$ cat src/sbb_map.svh
`ifndef SBB_MAP_SVH
`define SBB_MAP_SVH
// Instruction word widths and fields
`define SBB_IW_W      14
`define SBB_PTR_W     15
`define SBB_FADDR_HI  6
`define SBB_DEST_BIT  7
`define SBB_BIT_LO    7
`define SBB_BIT_HI    9
`define SBB_OFF_HI    8
`define SBB_OFF_W     9
`define SBB_NIB_HI    3
`define SBB_MSB       7
`define SBB_LSB       0
// Reset values and other constants
`define SBB_ACC_RST   8'h00
`define SBB_PTR_RST   15'h0000
`define SBB_ONE_PTR   15'h0001
`define SBB_ZERO8     8'h00
`define SBB_ONE8      8'h01
`define SBB_ZERO9     9'h000
// Timing of the redirect-filler cycle
`define SBB_FILL_CYC  1
`endif

$ cat src/sbb_pkg.sv
`default_nettype none
package sbb_pkg;
    // Operations decoded by fetch logic outside this block
    typedef enum logic [2:0] {
        SBB_OP_NONE,
        SBB_OP_ARITH_SHIFT_RIGHT_FILE,
        SBB_OP_ADD_WITH_CARRY_TO_FILE,
        SBB_OP_BIT_CLEAR_FILE,
        SBB_OP_BIT_TEST_SKIP_CLEAR,
        SBB_OP_BIT_TEST_SKIP_SET,
        SBB_OP_RELATIVE_JUMP
    } sbb_op_t;
    typedef enum logic {
        SBB_ST_RUN,
        SBB_ST_FILL
    } sbb_state_t;
endpackage : sbb_pkg
`default_nettype wire

$ cat src/sbb_alu.sv
`timescale 1ns/10ps
`default_nettype none
`include "sbb_map.svh"
// Pure datapath: result and flag values for one operation
module sbb_alu
    import sbb_pkg::*;
(
    input  wire sbb_op_t    op,
    input  wire logic [7:0] acc,
    input  wire logic [7:0] fdata,
    input  wire logic [2:0] bsel,
    input  wire logic       carry_in,
    output logic      [7:0] result,
    output logic            carry_out,
    output logic            nibble_out,
    output logic            bit_val
);
    logic [8:0] sum;
    logic [4:0] nib;
    // ---------------------------------------------
    // Operation results
    // ---------------------------------------------
    always_comb
    begin
        sum        = {1'b0, acc} + {1'b0, fdata} + {8'h00, carry_in};
        nib        = {1'b0, acc[`SBB_NIB_HI:0]} + {1'b0, fdata[`SBB_NIB_HI:0]}
                     + {4'h0, carry_in};
        result     = fdata;
        carry_out  = carry_in;
        nibble_out = nib[4];
        bit_val    = fdata[bsel];
        case (op)
            SBB_OP_ARITH_SHIFT_RIGHT_FILE:
            begin
                result    = {fdata[`SBB_MSB], fdata[`SBB_MSB:1]}; // RQ1
                carry_out = fdata[`SBB_LSB];                       // RQ1
            end
            SBB_OP_ADD_WITH_CARRY_TO_FILE:
            begin
                result    = sum[7:0];  // RQ4
                carry_out = sum[8];    // RQ4
            end
            SBB_OP_BIT_CLEAR_FILE:
            begin
                result = fdata & ~(`SBB_ONE8 << bsel); // RQ5
            end
            default:
            begin
                result = fdata;
            end
        endcase
    end
endmodule // sbb_alu
`default_nettype wire

$ cat src/sbb_core.sv
`timescale 1ns/10ps
`default_nettype none
`include "sbb_map.svh"
// Function
// [RQ1] Shift right, keep MSB, bit0 to carry
// [RQ2] Destination zero writes the accumulator
// [RQ3] Destination one writes back file register
// [RQ4] Add accumulator, file, carry; set flags
// [RQ5] Clear selected bit, others kept
// [RQ6] Skip-if-clear: skip when bit zero
// [RQ7] Skip-if-set: skip when bit one
// [RQ8] Jump to incremented pointer plus offset
// [RQ9] Relative jump always takes two cycles
// [RQ10] Redirect or true test adds filler cycle
// [RQ11] Bit/jump ops keep flags; failed skip one cycle
module sbb_core
    import sbb_pkg::*;
(
    input  wire logic                   core_clk,
    input  wire logic                   rst_b,
    input  wire logic                   instr_valid,
    input  wire sbb_op_t                instr_op,
    input  wire logic [`SBB_IW_W-1:0]   instr_word,
    input  wire logic [`SBB_PTR_W-1:0]  instr_pointer_in,
    input  wire logic [7:0]             file_rdata,
    output logic      [6:0]             file_addr,
    output logic                        file_we,
    output logic      [7:0]             file_wdata,
    output logic      [7:0]             acc,
    output logic                        carry,
    output logic                        nibble_overflow_flag,
    output logic                        zero,
    output logic      [`SBB_PTR_W-1:0]  instr_pointer,
    output logic                        instr_pointer_load,
    output logic                        discard_next,
    output logic                        stall_busy
);
    sbb_state_t            state_r, state_nxt;
    logic [7:0]            acc_r, acc_nxt;
    logic                  c_r, c_nxt, dc_r, dc_nxt, z_r, z_nxt;
    logic [`SBB_PTR_W-1:0] ptr_r, ptr_nxt;
    logic                  ld_r, ld_nxt, disc_r, disc_nxt;
    logic                  we_r, we_nxt;
    logic [7:0]            wd_r, wd_nxt;
    logic [7:0]            alu_res;
    logic                  alu_c, alu_dc, alu_bit;
    logic                  dest_file, take;
    logic [`SBB_PTR_W-1:0] offset_ext;

    // ---------------------------------------------
    // Datapath instance
    // ---------------------------------------------
    sbb_alu u_alu (
        .op         (instr_op),
        .acc        (acc_r),
        .fdata      (file_rdata),
        .bsel       (instr_word[`SBB_BIT_HI:`SBB_BIT_LO]),
        .carry_in   (c_r),
        .result     (alu_res),
        .carry_out  (alu_c),
        .nibble_out (alu_dc),
        .bit_val    (alu_bit)
    );

    // File address is combinational so the read data returns in the same cycle
    assign file_addr  = instr_word[`SBB_FADDR_HI:0];
    assign dest_file  = instr_word[`SBB_DEST_BIT];
    assign offset_ext = {{(`SBB_PTR_W-`SBB_OFF_W){instr_word[`SBB_OFF_HI]}},
                         instr_word[`SBB_OFF_HI:0]}; // RQ8

    // ---------------------------------------------
    // Next-state: execute and filler sequencing
    // ---------------------------------------------
    always_comb
    begin
        state_nxt = state_r;
        acc_nxt   = acc_r;
        c_nxt     = c_r;
        dc_nxt    = dc_r;
        z_nxt     = z_r;
        ptr_nxt   = ptr_r;
        ld_nxt    = 1'b0;
        disc_nxt  = 1'b0;
        we_nxt    = 1'b0;
        wd_nxt    = wd_r;
        take      = 1'b0;
        case (state_r)
            SBB_ST_RUN:
            begin
                if (instr_valid)
                begin
                    case (instr_op)
                        SBB_OP_ARITH_SHIFT_RIGHT_FILE, SBB_OP_ADD_WITH_CARRY_TO_FILE:
                        begin
                            c_nxt = alu_c;                                   // RQ1
                            z_nxt = (alu_res == `SBB_ZERO8);                 // RQ1
                            if (instr_op == SBB_OP_ADD_WITH_CARRY_TO_FILE)
                                dc_nxt = alu_dc;                             // RQ4
                            if (dest_file)
                            begin
                                we_nxt = 1'b1;                               // RQ3
                                wd_nxt = alu_res;
                            end
                            else
                                acc_nxt = alu_res;                           // RQ2
                        end
                        SBB_OP_BIT_CLEAR_FILE:
                        begin
                            we_nxt = 1'b1;                                   // RQ5
                            wd_nxt = alu_res;
                        end
                        SBB_OP_BIT_TEST_SKIP_CLEAR:
                            take = ~alu_bit;                                 // RQ6 RQ11
                        SBB_OP_BIT_TEST_SKIP_SET:
                            take = alu_bit;                                  // RQ7 RQ11
                        SBB_OP_RELATIVE_JUMP:
                        begin
                            ptr_nxt = instr_pointer_in + `SBB_ONE_PTR + offset_ext; // RQ8
                            ld_nxt  = 1'b1;
                            take    = 1'b1;                                  // RQ9
                        end
                        default:
                        begin
                            take = 1'b0;
                        end
                    endcase
                    if (take)
                    begin
                        disc_nxt  = 1'b1;        // RQ10
                        state_nxt = SBB_ST_FILL; // RQ10
                    end
                end
            end
            SBB_ST_FILL:
            begin
                state_nxt = SBB_ST_RUN; // Filler is a no-operation
            end
            default:
            begin
                state_nxt = SBB_ST_RUN;
            end
        endcase
    end

    // ---------------------------------------------
    // State registers
    // ---------------------------------------------
    always_ff @(posedge core_clk)
    begin
        if (!rst_b)
        begin
            state_r <= SBB_ST_RUN;
            acc_r   <= `SBB_ACC_RST;
            c_r     <= 1'b0;
            dc_r    <= 1'b0;
            z_r     <= 1'b0;
            ptr_r   <= `SBB_PTR_RST;
            ld_r    <= 1'b0;
            disc_r  <= 1'b0;
            we_r    <= 1'b0;
            wd_r    <= `SBB_ZERO8;
        end
        else
        begin
            state_r <= state_nxt;
            acc_r   <= acc_nxt;
            c_r     <= c_nxt;
            dc_r    <= dc_nxt;
            z_r     <= z_nxt;
            ptr_r   <= ptr_nxt;
            ld_r    <= ld_nxt;
            disc_r  <= disc_nxt;
            we_r    <= we_nxt;
            wd_r    <= wd_nxt;
        end
    end

    // Write strobe and data; the file side keeps the execute-cycle address
    assign file_we              = we_r;
    assign file_wdata           = wd_r;
    assign acc                  = acc_r;
    assign carry                = c_r;
    assign nibble_overflow_flag = dc_r;
    assign zero                 = z_r;
    assign instr_pointer        = ptr_r;
    assign instr_pointer_load   = ld_r;
    assign discard_next         = disc_r;
    assign stall_busy           = (state_r == SBB_ST_FILL);
endmodule // sbb_core
`default_nettype wire

$ cat config.mk
export PLATFORM = sky130hd
export DESIGN_NAME = sbb_core
export DESIGN_NICKNAME = d
export VERILOG_FILES = /design/src/sbb_pkg.sv /design/src/sbb_alu.sv /design/src/sbb_core.sv
export VERILOG_INCLUDE_DIRS = /design/src
export SDC_FILE = /design/constraint.sdc
export NUM_CORES = 1
export LEC_CHECK = 0
export BUFFER_PORTS_ARGS = -buffer_cell sky130_fd_sc_hd__buf_2
export CORE_MARGIN = 2
export CORE_UTILIZATION = 45
export CTS_BUF_LIST = sky130_fd_sc_hd__clkbuf_4
export CTS_CLUSTER_SIZE = 12
export DETAILED_ROUTE_END_ITERATION = 10
export GPL_TIMING_DRIVEN = 0
export PLACE_DENSITY_LB_ADDON = 0.15
export REMOVE_ABC_BUFFERS = 1
export SLEW_MARGIN = 10
export SYNTH_ARGS = -nofsm -noshare
export SYNTH_HDL_FRONTEND = slang
export SYNTH_SLANG_ARGS = --single-unit
$ cat constraint.sdc
create_clock -name core_clk -period 4.5 [get_ports core_clk]
set_input_delay 0.9 -clock core_clk [delete_from_list [all_inputs] [get_ports core_clk]]
set_output_delay 0.9 -clock core_clk [all_outputs]
set_load 0.02 [all_outputs]
==> metrics.txt <==
clock root buffer clkbuf_4; routability cong. slightly below 0.9; Setup WS post-layout 1.50 ns; ys async rst share 0; most common cell after layout, fill and taps aside buf_2; Gates resized, CTS repair 0; Startpoint Class input pin; most frequent cells in the layout buf_2 (83), dfxtp_1 (37), nor2_1 (28), a21oi_1 (28), nand2_1 (24); Netlist Area Pre-Place 2850 sq um; top area cells in the synthesized netlist dfxtp_1 (26%), ha_1 (9.2%), a211oi_1 (5.3%); vias in the first global route 2620; WL per Instance 15.1 um; sequential cell area fraction in the yosys report 0.260; post-synth cell types 62; Rows 28; Max-cap violations 0; Period minus WS final approximately 3 ns; maximum clock frequency 334 MHz; met2 wire length 3.64 mm; peak supply drop 0.000172 V; final slew viol count 0; DRT Pass-1 Iters 4; Mapped Cells 341; gr usage total 0.214; Initial DRC Count 125; share of cells above drive strength 1 0.267; nets 474; area of the die 6980 sq um; Routed Wire Length 7.30 mm; CTS tree yes; Core ar. 6030 sq um; area share of the largest cell type after synthesis 0.260; CTS buffer count 5; Antenna diodes 0; number of remaining DRC errors 0; Top FF cell, synth dfxtp_1; Clock Skew 0.0161 ns; synthesis warning total 0; Max clock buf depth 2; Detail Route Antenna Nets 0; WP data arrival 3.28 ns; Final setup violation count 0; Crit Path Max Fanout 4; pre-CTS setup slack ~1.2 ns; grt ovf 0; Starting Density 0.473; actual slew at the worst max-slew pin about 0.76 ns; Data required, critical path 4.78 ns; Via density 5.64; htree depth 2; cell taking the most area after synthesis dfxtp_1; Die X 83.6 um; period utilisation layout 0.666; final hold vios 0; wire length of the first global-routing pass 12.3 mm; Slew headroom 0.492; PD cells 261 nW/um^2; EDFF count, synth 0; postcts setup bufs 0; DR top layer met4; kind of critical path in2reg; Reg clk slew, reported paths around 0.13 ns; RSZ-0062 raised after global routing no; routed metal-1 wirelength 3.15 mm; Layout area overhead 16.1%; Mapped Avg Cell Area 8.35 sq um; Clk Latency, worst-skew pair 0.36 ns; Leak 0.00152 uW; largest net degree at the start of global routing 29; met3 routed WL 406 um; Final HPWL DP 5.64 mm; Port Buf Inserts 83; Die Y 83.6 um; hold_buf cts 0; # IOs 88; DR vias ~2.7k; Yosys reg bits 37; outcome finished clean; Layout fillers just over 600; initial antenna violation count 0; Worst Hold Class reg2reg; setup TNS 0 ns; Worst setup EP type register; # clock sinks 37
[cell families after synthesis]
logic type | count (synthesis) | share of synthesized area
AOI/OAI and AO/OA | 118 | 0.297
and+or+nand+nor | 110 | 0.196
DFF | 37 | 0.260
buffers and inverters | 31 | 0.0567
adders and majority gates | 24 | 0.113
xor gates and xnor gates | 14 | 0.0430
muxes | 7 | 0.0334
[cells in the mapped netlist (all sizes together) (10+ instances only)]
| master | count |
|---|---|
| xor2 | 10 |
| dfxtp | 37 |
| nand2 | 24 |
| ha | 21 |
| nor2 | 29 |
| a21oi | 29 |
| a211oi | 22 |
| nand3 | 15 |
| o21ai | 19 |
| a21o | 10 |
| buf | 18 |
[area by class of cell]
| class | count | area (sq um) | area share |
|---|---|---|---|
| timing repair buffer | 83 | 415 | 0.126 |
| clock inverter | 3 | 46.3 | 0.0140 |
| inverter | 7 | 26.3 | 0.00795 |
| clock buffer | 5 | 37.5 | 0.0114 |
| sequential | 37 | 741 | 0.224 |
| tap | 75 | 93.8 | 0.0284 |
| multi-input combinational | 273 | 1950 | 0.589 |
[worst max-delay path, stage by stage]
cell and delay (ns):
buf_2 0.14, fa_1 0.47, fa_1 0.45, xor2_1 0.17, a22o_1 0.20, a22oi_1 0.37, and4b_1 0.27, nand4_1 0.11
o31ai_2 0.20
[per-layer routing]
metal	vias to the layer above	global-route usage
met5	-	0
met2	70	0.383
met4	0	0.0689
li1	1393	-
met1	1255	0.259
met3	8	0.0336
[power breakdown]
group,switching (uW),internal (uW)
Clock,130,118
Sequential,7.11,340
Combinational,158,109
Total,295,567
[final timing paths]
check	from	end	slack (ns)	cells past startpoint
hold / removal	instr_pointer[7]	instr_pointer[7]	0.46	2
setup / recovery	file_rdata[0]	zero	1.50	9
setup reg to reg	acc[0]	zero	1.85	8
hold reg to reg	instr_pointer[7]	instr_pointer[7]	0.46	2
[metrics by stage]
stage                     area [sq um]  std cells   util  hold slack (ns)  power (uW)
after global placement            3220        475  0.535            0.437         616
after floorplan                   2710        317      -            0.530         531
after global routing              3310        483  0.549            0.490         912
final                             3310        483  0.549            0.457         862
after detailed placement          3220        475  0.535            0.445         621
after CTS                         3310        483  0.549            0.462         867
[state kept, by name (all words and copies together) (netlist names)]
name	cells
instr_pointer_load	1
acc	8
nibble_overflow_flag	1
file_we	1
carry	1
file_wdata	8
instr_pointer	15
zero	1
discard_next	1
Power figures use the tool's default switching activity.
